## config.mk

```make
export PLATFORM = sky130hd
export DESIGN_NAME = slpt_regs
export DESIGN_NICKNAME = d
export VERILOG_FILES = /design/src/shared/slpt_pkg.sv /design/src/design/slpt_lane_out.sv /design/src/design/slpt_regs.sv /design/src/design/slpt_seq_gen.sv
export SDC_FILE = /design/constraint.sdc
export NUM_CORES = 1
export LEC_CHECK = 0
export BUFFER_PORTS_ARGS = -buffer_cell sky130_fd_sc_hd__buf_4
export CAP_MARGIN = 10
export CORE_AREA = 2 2 122 213
export CTS_BUF_LIST = sky130_fd_sc_hd__clkbuf_8
export DETAILED_ROUTE_END_ITERATION = 8
export DIE_AREA = 0 0 124 215
export GPL_ROUTABILITY_DRIVEN = 0
export SYNTH_ARGS = -nofsm -noshare
export SYNTH_HDL_FRONTEND = slang
export SYNTH_SLANG_ARGS = --single-unit
```

## constraint.sdc

```tcl
create_clock -name clk -period 2.16 [get_ports clk]
set_input_delay 0.108 -clock clk [delete_from_list [all_inputs] [get_ports clk]]
set_output_delay 0.108 -clock clk [all_outputs]
set_load 0.02 [all_outputs]
```

## src/shared/slpt_pkg.sv

```systemverilog
/*
 holds register offsets, field positions, reset values
 and serial frame figures of the lane power/test bank.
 assumes nothing of its surroundings.
*/
package slpt_pkg;
  // register offsets
  localparam logic [6:0] ADDR_PIN_MASK = 7'h1E;
  localparam logic [6:0] ADDR_SW_MASK = 7'h1F;
  localparam logic [6:0] ADDR_LANE_TEST = 7'h20;
  localparam logic [6:0] ADDR_SEL = 7'h21;
  localparam logic [6:0] ADDR_TEMP = 7'h63;
  localparam logic [6:0] ADDR_EMPH_A = 7'h64;
  localparam logic [6:0] ADDR_DRIVE_A = 7'h67;
  localparam logic [6:0] ADDR_EMPH_B = 7'h68;
  localparam logic [6:0] ADDR_DRIVE_B = 7'h6B;
  localparam logic [6:0] ADDR_ALARM = 7'h6C;
  // reset values
  localparam logic [9:0] RST_PIN_MASK = 10'h000;
  localparam logic [15:0] RST_SW_MASK = 16'hFFFF;
  localparam logic [15:0] RST_ZERO = 16'h0000;
  localparam logic [1:0] RST_ALARM = 2'h3;
  localparam logic [9:0] RST_POWER = 10'h3FF;
  // writable bits
  localparam logic [15:0] WMASK_SEL = 16'h6007;
  localparam logic [15:0] WMASK_EMPH = 16'hFFF0;
  // field positions
  localparam int POS_PLL = 8;
  localparam int POS_FLIP = 8;
  localparam int POS_SEQ = 13;
  localparam int POS_KIND = 12;
  localparam int POS_EMPH_ON = 8;
  localparam int POS_DUTY = 4;
  // serial frame: read flag, 7 address bits, 16 data bits
  localparam logic [4:0] HDR_LAST = 5'h07;
  localparam logic [4:0] FRAME_LAST = 5'h17;
  localparam logic [4:0] DATA_TOP = 5'h17;
  // test sequence codes
  typedef enum logic [1:0] {
    SEQ_31 = 2'b00,
    SEQ_7 = 2'b01,
    SEQ_15 = 2'b10,
    SEQ_23 = 2'b11
  } slpt_seq_t;
endpackage

```

## src/design/slpt_lane_out.sv

```systemverilog
/*
 output stage of one serial lane: power gate, test mux, polarity.
 assumes the lane data arrive already line coded.
*/
`timescale 1ns/1ps
module slpt_lane_out (
  // clock and reset
  input wire logic clk,
  input wire logic rst_n,
  // controls
  input wire logic powerOn,
  input wire logic testOn,
  input wire logic flip,
  // data
  input wire logic seqBit,
  input wire logic laneIn,
  output logic laneOut
);
  logic next_laneOut;

  // test bits bypass the coder; a dark lane sends zero
  always_comb begin
    if (!powerOn) begin
      next_laneOut = 1'b0;
    end else if (testOn) begin
      next_laneOut = seqBit ^ flip;
    end else begin
      next_laneOut = laneIn ^ flip;
    end
  end

  always_ff @(posedge clk or negedge rst_n) begin
    if (!rst_n) begin
      laneOut <= 1'b0;
    end else begin
      laneOut <= next_laneOut;
    end
  end
endmodule

```

## src/design/slpt_regs.sv

```systemverilog
/*
 register bank of the serial lane side: sleep masks, lane test,
 reference select, temperature, emphasis, drive, lock alarms,
 reached over the serial programming port.
 assumes port pins and status inputs synchronous to clk.
*/
// Function
// cleared soft bit sleeps function, enable high
// pin mask bit keeps function always powered
// bits 9,8 PLLs; bits 7..0 lanes
// host sets pin mask, then drives enable
// host holds enable, writes soft mask
// upper byte inverts lane polarity
// lower byte sends test sequence on lane
// select code picks sequence length
// test sequence sent without line coding
// three-bit field sets full scale
// temperature nine-bit signed, read only
// emphasis on per lane, kind bit
// four-bit drive level per lane
// duty correction enable per lane
// alarm bits report PLL lost lock
// alarm register read only
// sixteen-bit whole words, reserved ignored
`timescale 1ns/1ps
module slpt_regs #(
  parameter int LANES = 8,
  parameter int PLLS = 2
) (
  // clock and reset
  input wire logic clk,
  input wire logic rst_n,
  // serial programming port
  input wire logic portClk,
  input wire logic portSel_n,
  input wire logic portDataIn,
  output logic portDataOut,
  output logic portDataOutEn,
  // power control pin
  input wire logic enablePin,
  // status from the analog side
  input wire logic [8:0] dieTemp,
  input wire logic [PLLS-1:0] lockLost,
  // lane data
  input wire logic [LANES-1:0] laneIn,
  output logic [LANES-1:0] laneOut,
  // power controls
  output logic [LANES-1:0] lanePowerOn,
  output logic [PLLS-1:0] pllPowerOn,
  // analog settings
  output logic [2:0] refSelect,
  output logic [LANES-1:0] emphasisOn,
  output logic [LANES-1:0] emphasisKind,
  output logic [LANES-1:0] dutyFixOn,
  output logic [4*LANES-1:0] driveLevel
);
  // register storage
  logic [9:0] pinAssignedSleepMask;
  logic [15:0] softwareSleepMask;
  logic [15:0] laneTest;
  logic [15:0] patternRefSel;
  logic [15:0] emphasisA;
  logic [15:0] emphasisB;
  logic [15:0] driveA;
  logic [15:0] driveB;
  logic [8:0] tempCapture;
  logic [PLLS-1:0] lockAlarm;
  logic [9:0] next_pinAssignedSleepMask;
  logic [15:0] next_softwareSleepMask;
  logic [15:0] next_laneTest;
  logic [15:0] next_patternRefSel;
  logic [15:0] next_emphasisA;
  logic [15:0] next_emphasisB;
  logic [15:0] next_driveA;
  logic [15:0] next_driveB;
  // serial port state
  logic portClkPrev;
  logic [4:0] bitCount;
  logic [14:0] shiftIn;
  logic [7:0] header;
  logic [4:0] next_bitCount;
  logic [14:0] next_shiftIn;
  logic [7:0] next_header;
  logic next_portDataOut;
  logic next_portDataOutEn;
  logic riseEdge;
  logic fallEdge;
  logic writeStrobe;
  logic [6:0] writeAddr;
  logic [15:0] writeData;
  logic [15:0] readData;
  // power and test state
  logic [9:0] powerNow;
  logic [9:0] next_powerNow;
  logic [1:0] seqSelPrev;
  logic seqRestart;
  logic seqBit;

  // edges of the port clock, sampled as a plain input
  assign riseEdge = portClk & ~portClkPrev & ~portSel_n;
  assign fallEdge = ~portClk & portClkPrev & ~portSel_n;
  // whole word lands on the last rising edge of a write frame
  assign writeStrobe = riseEdge & (bitCount == slpt_pkg::FRAME_LAST) & ~header[7];
  assign writeAddr = header[6:0];
  assign writeData = {shiftIn, portDataIn};

  // frame counter, shifter, read-back driver
  always_comb begin
    next_bitCount = bitCount;
    next_shiftIn = shiftIn;
    next_header = header;
    next_portDataOut = portDataOut;
    next_portDataOutEn = portDataOutEn;
    if (portSel_n) begin
      next_bitCount = 5'h00;
      next_portDataOutEn = 1'b0;
      next_portDataOut = 1'b0;
    end else if (riseEdge) begin
      next_shiftIn = {shiftIn[13:0], portDataIn};
      if (bitCount == slpt_pkg::HDR_LAST) begin
        next_header = {shiftIn[6:0], portDataIn};
      end
      // extra clocks past a frame are ignored
      if (bitCount != slpt_pkg::FRAME_LAST + 5'h01) begin
        next_bitCount = bitCount + 5'h01;
      end
    end else if (fallEdge) begin
      if (header[7] && bitCount > slpt_pkg::HDR_LAST && bitCount <= slpt_pkg::FRAME_LAST) begin
        next_portDataOutEn = 1'b1;
        next_portDataOut = readData[4'(slpt_pkg::DATA_TOP - bitCount)];
      end else begin
        next_portDataOutEn = 1'b0;
        next_portDataOut = 1'b0;
      end
    end
  end

  always_ff @(posedge clk or negedge rst_n) begin
    if (!rst_n) begin
      portClkPrev <= 1'b0;
      bitCount <= 5'h00;
      shiftIn <= 15'h0000;
      header <= 8'h00;
      portDataOut <= 1'b0;
      portDataOutEn <= 1'b0;
    end else begin
      portClkPrev <= portClk;
      bitCount <= next_bitCount;
      shiftIn <= next_shiftIn;
      header <= next_header;
      portDataOut <= next_portDataOut;
      portDataOutEn <= next_portDataOutEn;
    end
  end

  // read-back selection; unmapped offsets read zero
  always_comb begin
    if (writeAddr == slpt_pkg::ADDR_PIN_MASK) begin
      readData = {6'h00, pinAssignedSleepMask};
    end else if (writeAddr == slpt_pkg::ADDR_SW_MASK) begin
      readData = softwareSleepMask;
    end else if (writeAddr == slpt_pkg::ADDR_LANE_TEST) begin
      readData = laneTest;
    end else if (writeAddr == slpt_pkg::ADDR_SEL) begin
      readData = patternRefSel;
    end else if (writeAddr == slpt_pkg::ADDR_TEMP) begin
      readData = {7'h00, tempCapture};
    end else if (writeAddr == slpt_pkg::ADDR_EMPH_A) begin
      readData = emphasisA;
    end else if (writeAddr == slpt_pkg::ADDR_DRIVE_A) begin
      readData = driveA;
    end else if (writeAddr == slpt_pkg::ADDR_EMPH_B) begin
      readData = emphasisB;
    end else if (writeAddr == slpt_pkg::ADDR_DRIVE_B) begin
      readData = driveB;
    end else if (writeAddr == slpt_pkg::ADDR_ALARM) begin
      readData = {14'h0000, lockAlarm};
    end else begin
      readData = 16'h0000;
    end
  end

  // writable registers; reserved bits dropped on write
  always_comb begin
    next_pinAssignedSleepMask = pinAssignedSleepMask;
    next_softwareSleepMask = softwareSleepMask;
    next_laneTest = laneTest;
    next_patternRefSel = patternRefSel;
    next_emphasisA = emphasisA;
    next_emphasisB = emphasisB;
    next_driveA = driveA;
    next_driveB = driveB;
    // temperature and alarm offsets have no write path
    if (writeStrobe) begin
      if (writeAddr == slpt_pkg::ADDR_PIN_MASK) begin
        next_pinAssignedSleepMask = writeData[9:0];
      end else if (writeAddr == slpt_pkg::ADDR_SW_MASK) begin
        next_softwareSleepMask = writeData;
      end else if (writeAddr == slpt_pkg::ADDR_LANE_TEST) begin
        next_laneTest = writeData;
      end else if (writeAddr == slpt_pkg::ADDR_SEL) begin
        next_patternRefSel = writeData & slpt_pkg::WMASK_SEL;
      end else if (writeAddr == slpt_pkg::ADDR_EMPH_A) begin
        next_emphasisA = writeData & slpt_pkg::WMASK_EMPH;
      end else if (writeAddr == slpt_pkg::ADDR_DRIVE_A) begin
        next_driveA = writeData;
      end else if (writeAddr == slpt_pkg::ADDR_EMPH_B) begin
        next_emphasisB = writeData & slpt_pkg::WMASK_EMPH;
      end else if (writeAddr == slpt_pkg::ADDR_DRIVE_B) begin
        next_driveB = writeData;
      end
    end
  end

  always_ff @(posedge clk or negedge rst_n) begin
    if (!rst_n) begin
      pinAssignedSleepMask <= slpt_pkg::RST_PIN_MASK;
      softwareSleepMask <= slpt_pkg::RST_SW_MASK;
      laneTest <= slpt_pkg::RST_ZERO;
      patternRefSel <= slpt_pkg::RST_ZERO;
      emphasisA <= slpt_pkg::RST_ZERO;
      emphasisB <= slpt_pkg::RST_ZERO;
      driveA <= slpt_pkg::RST_ZERO;
      driveB <= slpt_pkg::RST_ZERO;
    end else begin
      pinAssignedSleepMask <= next_pinAssignedSleepMask;
      softwareSleepMask <= next_softwareSleepMask;
      laneTest <= next_laneTest;
      patternRefSel <= next_patternRefSel;
      emphasisA <= next_emphasisA;
      emphasisB <= next_emphasisB;
      driveA <= next_driveA;
      driveB <= next_driveB;
    end
  end

  // status capture; alarms follow the PLLs, host cannot touch them
  always_ff @(posedge clk or negedge rst_n) begin
    if (!rst_n) begin
      tempCapture <= 9'h000;
      lockAlarm <= slpt_pkg::RST_ALARM;
    end else begin
      tempCapture <= dieTemp;
      lockAlarm <= lockLost;
    end
  end

  // pin mask holds a function on; else soft bit gated by enable
  always_comb begin
    next_powerNow = pinAssignedSleepMask | (softwareSleepMask[9:0] & {10{enablePin}});
  end

  always_ff @(posedge clk or negedge rst_n) begin
    if (!rst_n) begin
      powerNow <= slpt_pkg::RST_POWER;
    end else begin
      powerNow <= next_powerNow;
    end
  end

  assign lanePowerOn = powerNow[LANES-1:0];
  assign pllPowerOn = powerNow[slpt_pkg::POS_PLL +: PLLS];

  // settings straight from their registers
  assign refSelect = patternRefSel[2:0];
  assign emphasisOn = {emphasisB[slpt_pkg::POS_EMPH_ON +: 4], emphasisA[slpt_pkg::POS_EMPH_ON +: 4]};
  assign emphasisKind = {emphasisB[slpt_pkg::POS_KIND +: 4], emphasisA[slpt_pkg::POS_KIND +: 4]};
  assign dutyFixOn = {emphasisB[slpt_pkg::POS_DUTY +: 4], emphasisA[slpt_pkg::POS_DUTY +: 4]};
  // level is code/30, zero meaning normal drive
  assign driveLevel = {driveB, driveA};

  // restart the generator when the length changes
  always_ff @(posedge clk or negedge rst_n) begin
    if (!rst_n) begin
      seqSelPrev <= 2'h0;
    end else begin
      seqSelPrev <= patternRefSel[slpt_pkg::POS_SEQ +: 2];
    end
  end

  assign seqRestart = seqSelPrev != patternRefSel[slpt_pkg::POS_SEQ +: 2];

  // one shared generator feeds every lane
  slpt_seq_gen #(
    .WIDTH(31)
  ) u_seq (
    .clk(clk),
    .rst_n(rst_n),
    .seqSel(patternRefSel[slpt_pkg::POS_SEQ +: 2]),
    .restart(seqRestart),
    .seqBit(seqBit)
  );

  // per-lane output stages, test bits skip the line coder
  for (genvar i = 0; i < LANES; i++) begin : g_lane
    slpt_lane_out u_lane (
      .clk(clk),
      .rst_n(rst_n),
      .powerOn(powerNow[i]),
      .testOn(laneTest[i]),
      .flip(laneTest[slpt_pkg::POS_FLIP + i]),
      .seqBit(seqBit),
      .laneIn(laneIn[i]),
      .laneOut(laneOut[i])
    );
  end
endmodule

```

## src/design/slpt_seq_gen.sv

```systemverilog
/*
 pseudo-random sequence generator, one bit per clock.
 assumes a synchronous restart whenever the length changes.
*/
`timescale 1ns/1ps
module slpt_seq_gen #(
  parameter int WIDTH = 31
) (
  // clock and reset
  input wire logic clk,
  input wire logic rst_n,
  // control
  input wire logic [1:0] seqSel,
  input wire logic restart,
  // sequence bit
  output logic seqBit
);
  logic [WIDTH-1:0] state;
  logic [WIDTH-1:0] next_state;
  logic feedback;

  // taps of the four maximal-length polynomials
  always_comb begin
    case (slpt_pkg::slpt_seq_t'(seqSel))
      slpt_pkg::SEQ_7: feedback = state[6] ^ state[5];
      slpt_pkg::SEQ_15: feedback = state[14] ^ state[13];
      slpt_pkg::SEQ_23: feedback = state[22] ^ state[17];
      default: feedback = state[30] ^ state[27];
    endcase
    // reseed so a shorter window never starts all zero
    if (restart) begin
      next_state = '1;
    end else begin
      next_state = {state[WIDTH-2:0], feedback};
    end
  end

  always_ff @(posedge clk or negedge rst_n) begin
    if (!rst_n) begin
      state <= '1;
      seqBit <= 1'b0;
    end else begin
      state <= next_state;
      seqBit <= feedback;
    end
  end
endmodule

```

==> results.cfg <==
[yosys]
ys.flop_type = dfrtp_1
synth_edf_count = 0
synth_top_family_by_area = multiplexers
synth_xor_area_share_pct = 1.881
synth.avg_cell_area_um2 = 13.12
synthCells = 674
synth.area.mux_share_pct = 18.49
synth_fa_ha_area_share_pct = 0.2829
synth-simple-area-share_pct = 9.718
async_reset_ff_share_pct = 100.0
synth_nets = 701
syn-cell-area_um2 = 8845
synth_compound_area_share_pct = 8.502
ys_warn_count = 0
ys_seq_area_share_pct = 56.57
synth.ff_latch_count = 197
synth_cell_types = 65

[setup_path]
startpoint_type = register
r2r_cells = 9
cp_data_arrival_time_ps = 2700
r2r_slack_ps = -130
worst_setup_path_end_kind = register
cp_data_required_time_ps = 2580
r2r-end = portDataOut
path_class = reg -> reg
rr_startpoint = header[3]
cp_max_fo = 6

[detailed_routing]
drt_iter0_markers = 401
antenna_left = 0
drc = 0
dr.pass1.iters = 6
via_count = 6344
viasPerCell = 5.367
routed_wl_um = 27360
routedWlPerCell_um = 23.15

[timing]
rsz0062_at_grt = true
fin_crit_sh_pct = 105.9
slew_headroom_pct = 54.01
maxSlewViolCount = 0
fmax_mhz = 437.2
worstMarginPinSlew_ps = 687.5
setup_viol = 57
fin_crit_ps = 2287
fin_ws_ps = -127.1
hold_viol = 0
fin_skew_ps = 16.96

[layout]
syn_to_final_growth_pct = 31.48
final_net_count = 879
fillers = 2293
finish.utilization_pct = 46.42
final_common_cell = buf_4
layout-drive-gt1-share_pct = 53.76
final_cell_mix = 183 x buf_4, 134 x dfrtp_1, 69 x mux2_4

[status]
violations = setup timing
status = finished with violations

[clock_network]
cts_buffers = 17
cts.sinks = 197
clockBufferDepth = 2
worstSkewPairLatency_ps = 500
ctsHtreeMaxLevel = 4
cts-root-buf = clkbuf_8
cts_tree = yes
clk_pin_slew_ps = 100

[place]
port_buffers = 103
dp_hpwl_um = 19850

[power]
p_leak_nw = 5.891
power.total_mw = 7.138
power_frac_seq_pct = 57.2
peakVddDrop_mv = 0.4113
switching_power_mw = 1.844
combPwrFrac_pct = 4.7
p_sw_share_pct = 25.84
p_int_mw = 5.294
clkPwrFrac_pct = 38.1
powerDensity_nw_per_um2 = 613.8

[floorplanning]
core_area_um2 = 25050
die_area_um2 = 26660
num_rows = 77
dieHeight_um = 215
start_util_pct = 35.31
dieWidth_um = 124
io_pins = 104

[global_route]
grt_max_degree = 59
grt_pass1_vias = 6553
grt-ovfl-total = 0
antenna_found_initial = 1
gr-usage-all-layers_pct = 20.81
grt_pass1_wl_um = 40500

[flow_run]
drv_cap = 0

[hold_path]
hp-class = in -> async
-- how the worst max path moves through the flow --
stage	to	from	slack (ps)
6_report	portDataOut	header[3]	-130
5_1_grt	portDataOut	header[2]	-180
4_1_cts	portDataOut	header[5]	-90
3_5_place_dp	emphasisB[7]	header[3]	-290
3_3_place_gp	emphasisB[5]	header[3]	-260
2_1_floorplan	driveB[10]	header[2]	30
-- critical path, stage by stage (launching register included) --
cell and delay (ps):
dfrtp_2 470, buf_4 170, and3b_1 280, nand2_1 70
a311oi_1 370, buf_4 180, a211o_1 90, o2111ai_1 170
and4b_1 230, a221oi_2 160
-- synthesized netlist by cell type (3+ instances only) --
| cell type | number | share of area [%] |
|---|---|---|
| a211o_1 | 3 | 0.30 |
| a211oi_1 | 4 | 0.34 |
| a21o_1 | 11 | 0.93 |
| a21oi_1 | 9 | 0.51 |
| a221oi_1 | 3 | 0.30 |
| a221oi_2 | 3 | 0.51 |
| a22o_1 | 3 | 0.30 |
| a22oi_1 | 14 | 1.2 |
| a31oi_1 | 7 | 0.50 |
| and2_1 | 11 | 0.78 |
| and3_1 | 9 | 0.64 |
| and3b_1 | 3 | 0.30 |
| and4b_1 | 5 | 0.57 |
| buf_1 | 4 | 0.17 |
| buf_2 | 16 | 0.91 |
| buf_4 | 24 | 2.0 |
| buf_6 | 4 | 0.51 |
| clkbuf_1 | 16 | 0.68 |
| dfrtp_1 | 138 | 39 |
| dfstp_2 | 59 | 18 |
| inv_1 | 5 | 0.21 |
| mux2_2 | 129 | 16 |
| mux2i_1 | 16 | 1.8 |
| nand2_1 | 24 | 1.0 |
| nand2_2 | 3 | 0.21 |
| nand3_1 | 9 | 0.51 |
| nand4_1 | 3 | 0.21 |
| nor2_1 | 14 | 0.59 |
| nor2b_1 | 5 | 0.35 |
| nor3_1 | 7 | 0.40 |
| o2111ai_1 | 7 | 0.69 |
| o21ai_0 | 14 | 0.79 |
| o22ai_1 | 4 | 0.28 |
| or3_1 | 32 | 2.3 |
| xnor2_1 | 12 | 1.2 |
| xor2_1 | 7 | 0.69 |
-- logic make-up after synthesis --
logic type,after synthesis
XOR/XNOR,19
AO/OA/AOI/OAI,100
adder cells (fa/ha/maj),2
AND/OR/NAND/NOR,140
flip-flops,197
multiplexers,146
buffers and inverters,70
-- final cells by class --
cell class | instances | area, um2 | share of cell area, %
Tap cell | 316 | 395.4 | 3.400
Multi-Input combinational cell | 407 | 3807 | 32.74
Timing Repair Buffer | 223 | 1937 | 16.66
Clock inverter | 13 | 193.9 | 1.668
Inverter | 6 | 22.52 | 0.1937
Antenna cell | 1 | 2.502 | 0.02152
Sequential cell | 197 | 5009 | 43.07
Clock buffer | 19 | 261.5 | 2.249
-- power by group through the flow --
stage               registers (mW)  clock network [mW]  logic [mW]
floorplan                     3.91                   0       0.215
detailed placement            4.13                   0       0.307
CTS                           4.06                2.79       0.331
global route                  4.10                2.92       0.369
finish                        4.08                2.72       0.335
global placement              4.12                   0       0.303
-- state kept, by name, summed over array words and instances, names as in the netlist, 2 cells and up --
register and count:
bitCount 5, driveA 16, driveB 16, emphasisA 12
emphasisB 12, g_lane.u_lane.laneOut 8, header 8, laneTest 16
lockAlarm 2, patternRefSel 5, pinAssignedSleepMask 10, powerNow 10
seqSelPrev 2, shiftIn 15, softwareSleepMask 16, tempCapture 9
u_seq.state 31
-- metrics by stage --
step / TNS [ps] / setup slack, ps / instances / hold WS (ps) / cell area, um2
2_1_floorplan: 0 / 28.85 / 674 / -187.6 / 8845
3_3_place_gp: -12350 / -261.8 / 1118 / 7.864 / 10410
3_5_place_dp: -13440 / -285.8 / 1118 / 10.11 / 10410
4_1_cts: -369.3 / -92.38 / 1177 / 15.74 / 11210
5_1_grt: -5936 / -180.1 / 1182 / 44.50 / 11630
6_report: -3091 / -127.1 / 1182 / 44.92 / 11630
-- timing repair --
item	CTS	global route
resized for setup	27	92
buffers inserted	12	3
setup endpoints to repair	75	88
hold buffers	16	0
pin swaps	8	15
gates cloned	1	2
hold endpoints to repair	174	0
-- per-layer routing --
metal	track usage [%]	vias to the layer above	wire, um
li1	-	2802	-
met1	22.94	3287	10320
met2	37.07	183	14810
met3	4.140	72	903
met4	10.45	0	1327
met5	0	-	0
Power figures use the tool's default switching activity.
